==> config.mk <==
export PLATFORM = sky130hd
export DESIGN_NAME = cwr_ctrl
export DESIGN_NICKNAME = d
export VERILOG_FILES = /design/src/core/cwr_pkg.sv /design/src/core/cwr_ctrl.sv
export SDC_FILE = /design/constraint.sdc
export NUM_CORES = 1
export LEC_CHECK = 0
export BUFFER_PORTS_ARGS = -buffer_cell sky130_fd_sc_hd__buf_2
export CAP_MARGIN = 30
export CORE_AREA = 2 2 80 82
export DETAILED_ROUTE_END_ITERATION = 8
export DIE_AREA = 0 0 82 84
export HOLD_SLACK_MARGIN = 0.06
export PLACE_DENSITY = 0.76
export SETUP_SLACK_MARGIN = 0.1
export SLEW_MARGIN = 5
export SYNTH_ARGS = -nofsm -noshare
export SYNTH_HDL_FRONTEND = slang
export SYNTH_SLANG_ARGS = --single-unit
export TNS_END_PERCENT = 30
==> constraint.sdc <==
create_clock -name clk_sys_i -period 2.4 [get_ports clk_sys_i]
set_input_delay 0.48 -clock clk_sys_i [delete_from_list [all_inputs] [get_ports clk_sys_i]]
set_output_delay 0.48 -clock clk_sys_i [all_outputs]
set_load 0.03 [all_outputs]
==> src/core/cwr_pkg.sv <==
// constants for the waveform generator shutdown and restart control
// assumes a single 25 MHz system clock and a plain register port
package cwr_pkg;
   // ****************************************
   // register offsets
   // ****************************************
   localparam logic [2:0] CWR_OFS_CON0 = 3'h0;
   localparam logic [2:0] CWR_OFS_CON1 = 3'h1;
   localparam logic [2:0] CWR_OFS_DBR  = 3'h2;
   localparam logic [2:0] CWR_OFS_DBF  = 3'h3;
   localparam logic [2:0] CWR_OFS_AS0  = 3'h4;
   localparam logic [2:0] CWR_OFS_AS1  = 3'h5;
   localparam logic [2:0] CWR_OFS_DAT  = 3'h6;
   localparam logic [2:0] CWR_OFS_CLK  = 3'h7;
   // ****************************************
   // field positions
   // ****************************************
   localparam int CWR_BIT_EN   = 7;
   localparam int CWR_BIT_LD   = 6;
   localparam int CWR_BIT_SHDN = 7;
   localparam int CWR_BIT_REN  = 6;
   localparam int CWR_BIT_IN   = 5;
   // ****************************************
   // reset values
   // ****************************************
   localparam logic [7:0] CWR_RST_BYTE = 8'h00;
   // ****************************************
   // modes
   // ****************************************
   typedef enum logic [2:0] {
      CWR_MODE_ASTEER = 3'h0,
      CWR_MODE_SSTEER = 3'h1,
      CWR_MODE_FWD    = 3'h2,
      CWR_MODE_REV    = 3'h3,
      CWR_MODE_HALF   = 3'h4,
      CWR_MODE_PUSH   = 3'h5
   } cwr_mode_e;
   typedef enum logic [2:0] {
      CWR_ST_SHUT = 3'b001,
      CWR_ST_WAIT = 3'b010,
      CWR_ST_RUN  = 3'b100
   } cwr_state_e;
endpackage

==> src/core/cwr_ctrl.sv <==
// waveform generator control: enable, shutdown, restart, dead-band load
// assumes synchronous inputs; shutdown inputs are active low levels
//
// Design decisions made here: the address map and the address-and-strobe port.
`timescale 1ns/10ps
module cwr_ctrl
   import cwr_pkg::*;
(
   input  wire logic       clk_sys_i,    // system clock
   input  wire logic       srst_i,       // sync reset, high
   input  wire logic [2:0] addr_i,       // register index
   input  wire logic [7:0] wdata_i,      // write data
   input  wire logic       wr_i,         // write strobe
   input  wire logic       rd_i,         // read strobe
   output logic      [7:0] rdata_o,      // read data, next cycle
   input  wire logic [3:0] data_src_i,   // candidate data inputs
   input  wire logic [3:0] shdn_n_i,     // shutdown inputs, low active
   input  wire logic       sleep_i,      // sleep indication
   output logic      [3:0] out_o,        // waveform outputs a..d
   output logic      [5:0] dbr_act_o,    // active rising dead band
   output logic      [5:0] dbf_act_o,    // active falling dead band
   output logic            mode_bad_o,   // reserved mode selected
   output logic            clk_sel_o     // module clock select
);
   // ****************************************
   // registers
   // ****************************************
   logic       en_r;
   logic       ld_r;
   logic [2:0] mode_r;
   logic [3:0] pol_r;
   logic [5:0] dbr_r, dbf_r;
   logic [5:0] dbr_buf_r, dbf_buf_r;
   logic       shdn_r, ren_r;
   logic [1:0] lsbd_r, lsac_r;
   logic [3:0] src_en_r;
   logic [3:0] dsel_r;
   logic       cs_r;
   logic       din_r;
   logic       ld_fall_r;
   cwr_state_e st_r;
   logic [7:0] rdata_nxt;

   wire logic din      = data_src_i[dsel_r[1:0]];
   wire logic rise     = din & ~din_r;
   wire logic fall     = ~din & din_r;
   // level sensitive sources gated by their enables
   wire logic src_act  = |(~shdn_n_i & src_en_r);
   wire logic wr_con0  = wr_i && addr_i == CWR_OFS_CON0;
   wire logic wr_as0   = wr_i && addr_i == CWR_OFS_AS0;
   // override map {d,c,b,a}: second pair on b/d, first pair on a/c
   wire logic [3:0] ovr = {lsbd_r[1], lsac_r[1], lsbd_r[0], lsac_r[0]};

   function automatic logic mode_valid(input logic [2:0] m);
      mode_valid = (m <= CWR_MODE_PUSH);
   endfunction

   // ****************************************
   // configuration writes
   // ****************************************
   always_ff @(posedge clk_sys_i) begin
      if (srst_i) begin
         en_r     <= 1'b0;
         mode_r   <= CWR_RST_BYTE[2:0];
         pol_r    <= CWR_RST_BYTE[3:0];
         dbr_r    <= CWR_RST_BYTE[5:0];
         dbf_r    <= CWR_RST_BYTE[5:0];
         ren_r    <= 1'b0;
         lsbd_r   <= 2'h0;
         lsac_r   <= 2'h0;
         src_en_r <= 4'h0;
         dsel_r   <= 4'h0;
         cs_r     <= 1'b0;
      end else if (wr_i) begin
         if (addr_i == CWR_OFS_CON0) begin
            en_r   <= wdata_i[CWR_BIT_EN];
            mode_r <= wdata_i[2:0];
         end else if (addr_i == CWR_OFS_CON1) begin
            pol_r <= wdata_i[3:0];
         end else if (addr_i == CWR_OFS_DBR) begin
            dbr_r <= wdata_i[5:0];
         end else if (addr_i == CWR_OFS_DBF) begin
            dbf_r <= wdata_i[5:0];
         end else if (addr_i == CWR_OFS_AS0) begin
            ren_r  <= wdata_i[CWR_BIT_REN];
            lsbd_r <= wdata_i[3:2];
            lsac_r <= wdata_i[1:0];
         end else if (addr_i == CWR_OFS_AS1) begin
            src_en_r <= wdata_i[3:0];
         end else if (addr_i == CWR_OFS_DAT) begin
            dsel_r <= wdata_i[3:0];
         end else if (addr_i == CWR_OFS_CLK) begin
            cs_r <= wdata_i[0];
         end
      end
   end

   // ****************************************
   // dead-band buffers and load bit
   // ****************************************
   always_ff @(posedge clk_sys_i) begin
      if (srst_i) begin
         ld_r      <= 1'b0;
         ld_fall_r <= 1'b0;
         dbr_buf_r <= 6'h00;
         dbf_buf_r <= 6'h00;
      end else if (!en_r) begin
         ld_r      <= 1'b0;
         ld_fall_r <= 1'b0;
         dbr_buf_r <= dbr_r;
         dbf_buf_r <= dbf_r;
      end else if (ld_r && ld_fall_r && rise) begin
         dbr_buf_r <= dbr_r;
         dbf_buf_r <= dbf_r;
         ld_r      <= 1'b0;
         ld_fall_r <= 1'b0;
      end else begin
         if (ld_r && fall) begin
            ld_fall_r <= 1'b1;
         end
         // en_r already high, so a same-write enable cannot set it
         if (wr_con0 && wdata_i[CWR_BIT_LD] && !ld_r) begin
            ld_r <= 1'b1;
         end
      end
   end

   // ****************************************
   // shutdown flag and restart
   // ****************************************
   always_ff @(posedge clk_sys_i) begin
      if (srst_i) begin
         shdn_r <= 1'b1;
      end else if (!en_r) begin
         shdn_r <= 1'b1;
      end else if (src_act) begin
         shdn_r <= 1'b1;
      end else if (wr_as0 && wdata_i[CWR_BIT_SHDN]) begin
         shdn_r <= 1'b1;
      end else if (ren_r) begin
         shdn_r <= 1'b0;
      end else if (wr_as0) begin
         shdn_r <= 1'b0;
      end
   end

   always_ff @(posedge clk_sys_i) begin
      if (srst_i) begin
         st_r  <= CWR_ST_SHUT;
         din_r <= 1'b0;
      end else begin
         din_r <= din;
         case (st_r)
            CWR_ST_SHUT: if (!shdn_r && en_r) st_r <= CWR_ST_WAIT;
            CWR_ST_WAIT: if (shdn_r || !en_r) begin
               st_r <= CWR_ST_SHUT;
            end else if (rise) begin
               st_r <= CWR_ST_RUN;
            end
            CWR_ST_RUN: if (shdn_r || !en_r) st_r <= CWR_ST_SHUT;
            default: st_r <= CWR_ST_SHUT;
         endcase
      end
   end

   // ****************************************
   // outputs
   // ****************************************
   logic [3:0] drv;
   always_comb begin
      drv = 4'h0;
      case (mode_r)
         CWR_MODE_HALF, CWR_MODE_PUSH: drv = {~din, din, ~din, din};
         CWR_MODE_FWD:  drv = {din, 1'b0, 1'b0, 1'b1};
         CWR_MODE_REV:  drv = {1'b0, 1'b1, din, 1'b0};
         default:       drv = {4{din}};
      endcase
   end
   wire logic [3:0] run_val = drv ^ pol_r;

   // sleep_i deliberately unused: logic runs on whatever clock remains
   always_ff @(posedge clk_sys_i) begin
      if (srst_i) begin
         out_o <= 4'h0;
      end else if (!en_r) begin
         out_o <= 4'h0;
      end else if (st_r != CWR_ST_RUN || src_act || shdn_r) begin
         // override levels ignore polarity
         out_o <= ovr;
      end else if (!mode_valid(mode_r)) begin
         out_o <= 4'h0;
      end else begin
         out_o <= run_val;
      end
   end

   always_ff @(posedge clk_sys_i) begin
      if (srst_i) begin
         dbr_act_o  <= 6'h00;
         dbf_act_o  <= 6'h00;
         mode_bad_o <= 1'b0;
         clk_sel_o  <= 1'b0;
      end else begin
         dbr_act_o  <= dbr_buf_r;
         dbf_act_o  <= dbf_buf_r;
         mode_bad_o <= ~mode_valid(mode_r);
         clk_sel_o  <= cs_r;
      end
   end

   // ****************************************
   // read port
   // ****************************************
   always_comb begin
      rdata_nxt = 8'h00;
      if (addr_i == CWR_OFS_CON0) begin
         rdata_nxt = {en_r, ld_r, 3'h0, mode_r};
      end else if (addr_i == CWR_OFS_CON1) begin
         rdata_nxt = {2'h0, din, 1'b0, pol_r};
      end else if (addr_i == CWR_OFS_DBR) begin
         rdata_nxt = {2'h0, dbr_r};
      end else if (addr_i == CWR_OFS_DBF) begin
         rdata_nxt = {2'h0, dbf_r};
      end else if (addr_i == CWR_OFS_AS0) begin
         rdata_nxt = {shdn_r, ren_r, 2'h0, lsbd_r, lsac_r};
      end else if (addr_i == CWR_OFS_AS1) begin
         rdata_nxt = {4'h0, src_en_r};
      end else if (addr_i == CWR_OFS_DAT) begin
         rdata_nxt = {4'h0, dsel_r};
      end else begin
         rdata_nxt = {7'h00, cs_r};
      end
   end

   always_ff @(posedge clk_sys_i) begin
      if (srst_i) begin
         rdata_o <= 8'h00;
      end else begin
         rdata_o <= rd_i ? rdata_nxt : 8'h00;
      end
   end

   // ****************************************
   // checks
   // ****************************************
   a_no_clear_active: assert property (
      @(posedge clk_sys_i) disable iff (srst_i)
      src_act && en_r |=> shdn_r)
      else $error("flag cleared with source");
   a_auto_restart: assert property (
      @(posedge clk_sys_i) disable iff (srst_i)
      en_r && ren_r && !src_act && !(wr_as0 && wdata_i[CWR_BIT_SHDN])
      |=> !shdn_r || !en_r)
      else $error("auto restart missed");
   a_manual_hold: assert property (
      @(posedge clk_sys_i) disable iff (srst_i)
      en_r && !ren_r && shdn_r && !wr_as0 |=> shdn_r)
      else $error("flag lost");
   a_resume_rise: assert property (
      @(posedge clk_sys_i) disable iff (srst_i)
      st_r == CWR_ST_WAIT && !rise |=> st_r != CWR_ST_RUN)
      else $error("early run");
   a_start_shut: assert property (
      @(posedge clk_sys_i) disable iff (srst_i)
      $rose(en_r) |-> shdn_r)
      else $error("enable not shut");
   a_ld_same_en: assert property (
      @(posedge clk_sys_i) disable iff (srst_i)
      !en_r |=> !ld_r)
      else $error("load set with enable");
   a_ld_clear: assert property (
      @(posedge clk_sys_i) disable iff (srst_i)
      en_r && ld_r && ld_fall_r && rise
      |=> !ld_r && dbr_buf_r == $past(dbr_r))
      else $error("load not done");
   a_ld_wait: assert property (
      @(posedge clk_sys_i) disable iff (srst_i)
      en_r && ld_r && !rise |=> ld_r)
      else $error("load done without rise");
   a_bad_mode: assert property (
      @(posedge clk_sys_i) disable iff (srst_i)
      mode_r[2] && mode_r[1] |=> mode_bad_o)
      else $error("reserved mode ok");
   a_good_mode: assert property (
      @(posedge clk_sys_i) disable iff (srst_i)
      !(mode_r[2] && mode_r[1]) |=> !mode_bad_o)
      else $error("valid mode flagged");
   a_src_override: assert property (
      @(posedge clk_sys_i) disable iff (srst_i)
      en_r && src_act |=> out_o == $past(ovr))
      else $error("override not driven");
   a_run_drive: assert property (
      @(posedge clk_sys_i) disable iff (srst_i)
      en_r && st_r == CWR_ST_RUN && !src_act && !shdn_r
      && mode_valid(mode_r)
      |=> out_o == $past(run_val))
      else $error("running output wrong");
endmodule // cwr_ctrl

Yosys cells after proc, flatten, opt, wreduce, memory -nomap -nowiden
Index checks and enable logic that the tools add are counted.

operators by class
  reduce and logical (&&, ||, !) cells = 34
  multiplexer cells = 23
  order comparisons = 2
  bitwise gates (word level) = 17
  eq/ne operators = 19

operators with widths
  cell                count
  $mux 8              5
  $mux 6              4
  $eq 3x3->1 const B  7
  $mux 4              4
  $eq 3x2->1 const B  5
  $mux 3              4
  $not 1->1           12
  $pmux 4 s3          1
  $logic_and 1x1->1   9
  $pmux 3 s3          1
  $reduce_and 9->1    1
  $reduce_and 8->1    1
  $reduce_or 4->1     2
  $reduce_and 7->1    1
  $reduce_or 7->1     1
  $eq 3x1->1 const B  2
  $ne 3x3->1 const B  2
  $reduce_and 3->1    2
  $reduce_and 6->1    1
  $reduce_or 2->1     3
  $reduce_or 3->1     2
  $reduce_and 5->1    1
  $and 4x4->4         1
  $ne 2x2->1 const B  2
  14 further kinds    21

word-level totals
  word-level logic and storage cells = 121
  input port bits = 24
  bits in registers = 79

Depth between registers and ports, before layout
  depth after elaboration = 8
  gate-level depth with buffers = 7
  gate-level depth less buffers = 7

Least setup slack after synthesis
Ideal clock, no wire load.

  kind = input port to flip-flop
  start point = input port data_src_i[3]
  end point = register dbf_buf_r[3]
  setup slack = 0.641 ns
  path buffers = 1
  arrival = 1.638 ns
  stages = 5
  library setup time = 0.121 ns
  cell sequence = mux4_2 -> nand2b_2 -> o21ai_2 -> buf_4 -> mux2_2

between the ends
  cells in the longest elaborated chain, start to end = 5

RTL lines
  element                       line             RTL
  from (decl)                   cwr_ctrl.sv:16   input wire logic [3:0] data_src_i,
  $bmux 1 s2                    cwr_ctrl.sv:44   wire logic din = data_src_i[dsel_r[1:0]];
  $mux 1 (not written as such)  cwr_ctrl.sv:44
  $and 1x1->1                   cwr_ctrl.sv:45   wire logic rise = din & ~din_r;
  $logic_and 1x1->1             cwr_ctrl.sv:112  end else if (ld_r && ld_fall_r && rise) begin
  $ne 2x1->1 (no source line)   n/a
  to (signal assigned)          cwr_ctrl.sv:111  dbf_buf_r <= dbf_r;
  to (signal assigned)          cwr_ctrl.sv:114  dbf_buf_r <= dbf_r;
  to (decl)                     cwr_ctrl.sv:33   logic [5:0] dbr_buf_r, dbf_buf_r;

No other way between the ends. The select of a mux whose other input is x is not followed.
A chain may end at the register's enable or synchronous reset.

Worst setup path after layout
  start point = register dsel_r[0]
  end point = register dbr_buf_r[0]

between the ends
  cells in the longest elaborated chain, start to end = 5

RTL lines
  element                       line             RTL
  from (decl)                   cwr_ctrl.sv:37   logic [3:0] dsel_r;
  from (signal assigned)        cwr_ctrl.sv:91   dsel_r <= wdata_i[3:0];
  $bmux 1 s2                    cwr_ctrl.sv:44
  $mux 1 (not written as such)  cwr_ctrl.sv:44
  $and 1x1->1                   cwr_ctrl.sv:45
  $logic_and 1x1->1             cwr_ctrl.sv:112
  $ne 2x1->1 (no source line)   n/a
  to (signal assigned)          cwr_ctrl.sv:110  dbr_buf_r <= dbr_r;
  to (signal assigned)          cwr_ctrl.sv:113  dbr_buf_r <= dbr_r;
  to (decl)                     cwr_ctrl.sv:33

No other way between the ends. The select of a mux whose other input is x is not followed.

==> impl_results.md <==
* Outcome: finished clean
* Setup crit end kind: flip-flop
* Relative slew slack at 0.571
* Pwr dens at 675 nW/um2
* Syn avg cell area at 10.1 um2
* Slowest CP cell: o21ai_2
* Synth area leader: dfxtp_1
* Max Slew Vio Count at 0
* CTS tree: built
* Dpl ws at around 0.31 ns
* Hold buffers post-CTS at 0
* Worst Path Buf+Inv at 0
* Ys flop type: dfxtp_1
* Setup violations, final at 0
* Max Clk Rate at between 500 and 600 MHz
* Starting Density at 0.530
* Slew @ Worst Pin at ~0.64 ns
* Synth top area share at 0.490
* Antenna diodes at 0
* Arrival @ worst endpoint at 2.22 ns
* Hold Path Stages at 3
* CTS max path bufs at 2
* Pin count of the biggest net entering global routing at 33
* Final period util at 0.821
* RSZ-0062 raised after global routing: no
* # nets final at between 300 and 400
* Final WS setup at between 0.4 and 0.5 ns
* Antenna viol nets, final at 0
* Core Area at between 6000 and 7000 um2
* Mapped Nets at about 350
* Initial antenna violation count at 0
* Post-Syn Area at ~3200 um2
* P_leak at roughly 1.6 nW
* Worst path top cell family by delay: multiplexers
* Die width at between 80 and 90 um
* Critical Path Source Type: flip-flop
* Top layer in use: met4
* # Post-CTS Setup Buffers at 0
* Worst Path Required at 2.65 ns
* Skew-Pair Late Insertion Delay at ~0.36 ns
* Drt total wl at approximately 6.6 mm
* Post-synth EDFFs at 0
* Clk_skew at about 0.010 ns
* Cts repair resizes at 0
* Ports at 50
* Port bufs at 48
* Root Buffer: clkbuf_8
* Max_cap viols at 0
* Min cycle time layout at 1.97 ns
* First-pass GRT wire length at about 11 mm
* Maximum fanout along the worst path at 13
* Vias in the first global route at 2279
* Area of the die at between 6000 and 7000 um2
* 1st-pass router iterations at 4
* Hpwl dp at between 4 and 5 mm
* Fraction of registers with async set/reset at 0
* Vias per inst at around 5.3
* WS Path Type: reg2reg
* DRT met1 WL at about 3 mm
* Grt ovf at 0
* Critical path depth at 4
* TritonCTS Buffers at 9
* Worst IR Drop VDD at 384 uV
* CTS Sinks at between 70 and 80
* Reg2reg path depth at 4
* Overall via count from detail_route at 2382
* Top cells by area, synth: dfxtp_1 49%, mux2i_1 12%, nor2b_1 6.2%, mux2_2 5.2%, nor2_1 5.2%
* Seq cells post-synth at about 80
* Die H at ~84 um
* Std-Cell Rows at 29
* Syn-to-layout area delta at 16.1%
* WL/cell at ~15 um
* Initial DRC Count at about 130
* Placer Congestion at 0.806
* Post-synthesis sequential area ratio at 0.490
* H-tree Lvls at 3
* GRT Total Usage at 0.212
* Critical path cell sequence: mux4_2 -> nand2b_2 -> o21ai_2 -> mux2_2
* Synth cell types at 45
* Fillers at approximately 540
* # DRC at 0
* Slowest stage delay, CP at 0.54 ns
* Hold Violations, Final at 0
* Share of cells above drive strength 1 at 0.258
* Post-Syn Instances at between 300 and 400
* Clk slew on worst S/H paths at about 0.09 ns
* Yosys warns at 0
* DR WL met3 at roughly 300 um
* Met2 wire len at approximately 3.1 mm
* Fin Setup TNS at 0 ns
* Min-Delay Path Class: in2reg
[final timing paths]
check / from / to / slack [ns]
worst max-delay path: dsel_r[0] / dbr_buf_r[0] / 0.43
worst min register to register: dbr_buf_r[3] / dbr_act_o[3] / 0.46
worst max register to register: dsel_r[0] / dbr_buf_r[0] / 0.43
worst min-delay path: wdata_i[5] / dbr_r[5] / 0.37
[routing by layer]
layer / global-route usage / up-vias
li1: - / 1193
met2: 0.313 / 55
met5: 0 / -
met1: 0.288 / 1122
met3: 0.0541 / 12
met4: 0.0985 / 0
[cell usage in the layout (no fill, tap or decap), types with 2 or more instances in the layout]
| cell | synthesis | routed |
|---|---|---|
| buf_4 | 1 | 7 |
| inv_1 | 8 | 8 |
| xor2_1 | 2 | 2 |
| a21oi_1 | 7 | 7 |
| mux4_2 | 3 | 3 |
| nor4_1 | 3 | 3 |
| mux2i_1 | 40 | 40 |
| a22o_1 | 4 | 4 |
| nand3_1 | 3 | 3 |
| buf_2 | 3 | 48 |
| nand2b_1 | 5 | 5 |
| mux2_2 | 15 | 15 |
| a21o_1 | 2 | 2 |
| clkbuf_8 | 0 | 9 |
| nor3_1 | 5 | 5 |
| nor2b_1 | 32 | 32 |
| o22ai_1 | 3 | 3 |
| o21ai_0 | 7 | 7 |
| ha_1 | 2 | 2 |
| dfxtp_1 | 79 | 79 |
| a211oi_1 | 2 | 2 |
| clkinv_4 | 0 | 3 |
| xnor2_1 | 3 | 3 |
| clkinvlp_4 | 0 | 2 |
| nor2_1 | 45 | 45 |
| nand2_1 | 11 | 11 |
[power by group]
part	internal [mW]	total (mW)	switching (mW)
clock	0.492	1.01	0.518
sequential	1.33	1.34	0.0121
combinational	0.0742	0.180	0.106
total	1.90	2.53	0.637
[stage by stage]
| step | cells | hold slack [ns] | power (mW) | util | area (um2) |
|---|---|---|---|---|---|
| 2_1_floorplan | 319 | 0.444 | 1.49 | - | 3230 |
| 3_3_place_gp | 433 | 0.452 | 1.55 | 0.581 | 3540 |
| 3_5_place_dp | 433 | 0.454 | 1.55 | 0.581 | 3540 |
| 4_1_cts | 449 | 0.363 | 2.55 | 0.615 | 3750 |
| 5_1_grt | 449 | 0.380 | 2.63 | 0.615 | 3750 |
| 6_report | 449 | 0.368 | 2.53 | 0.615 | 3750 |
[worst register-to-register path, cell delays in order, from the launching register on]
cell	delay [ns]
dfxtp_1	0.34
mux4_2	0.45
nand2b_2	0.11
o21ai_2	0.54
mux2_2	0.42
[layout make-up]
class	instances	area [um2]	share of cell area
sequential	79	1580	0.422
multi-input combinational	214	1540	0.411
timing repair buffer	55	293	0.0781
clock buffer	9	124	0.0330
tap	77	96.3	0.0257
clock inverter	7	82.6	0.0220
inverter	8	30.0	0.00801
[cells by family after synthesis]
family / after synthesis / share of synthesized area
buffers and inverters: 26 / 0.0325
multiplexers: 58 / 0.197
adder cells (fa/ha/maj): 2 / 0.00775
XOR/XNOR: 5 / 0.0136
flip-flops: 79 / 0.490
AO/OA/AOI/OAI: 34 / 0.0736
AND/OR/NAND/NOR: 115 / 0.186
[synthesized netlist by cell type (2+ instances only)]
cell type,n
nor2b_1,32
xor2_1,2
clkbuf_1,12
nor3_1,5
o22ai_1,3
nor2_1,45
buf_1,2
a211oi_1,2
nor4_1,3
dfxtp_1,79
mux2i_1,40
mux2_2,15
inv_1,8
xnor2_1,3
o21ai_0,7
mux4_2,3
nand2b_1,5
a21o_1,2
a21oi_1,7
nand3_1,3
nand2_1,11
a22o_1,4
buf_2,3
ha_1,2
[flip-flops by register name (all words and copies together) (netlist names), 6 cells and up]
register / count
dbf_r: 6
dbr_buf_r: 6
dbr_r: 6
dbr_act_o: 6
rdata_o: 8
dbf_act_o: 6
dbf_buf_r: 6
(Power assumes the default switching activity.)
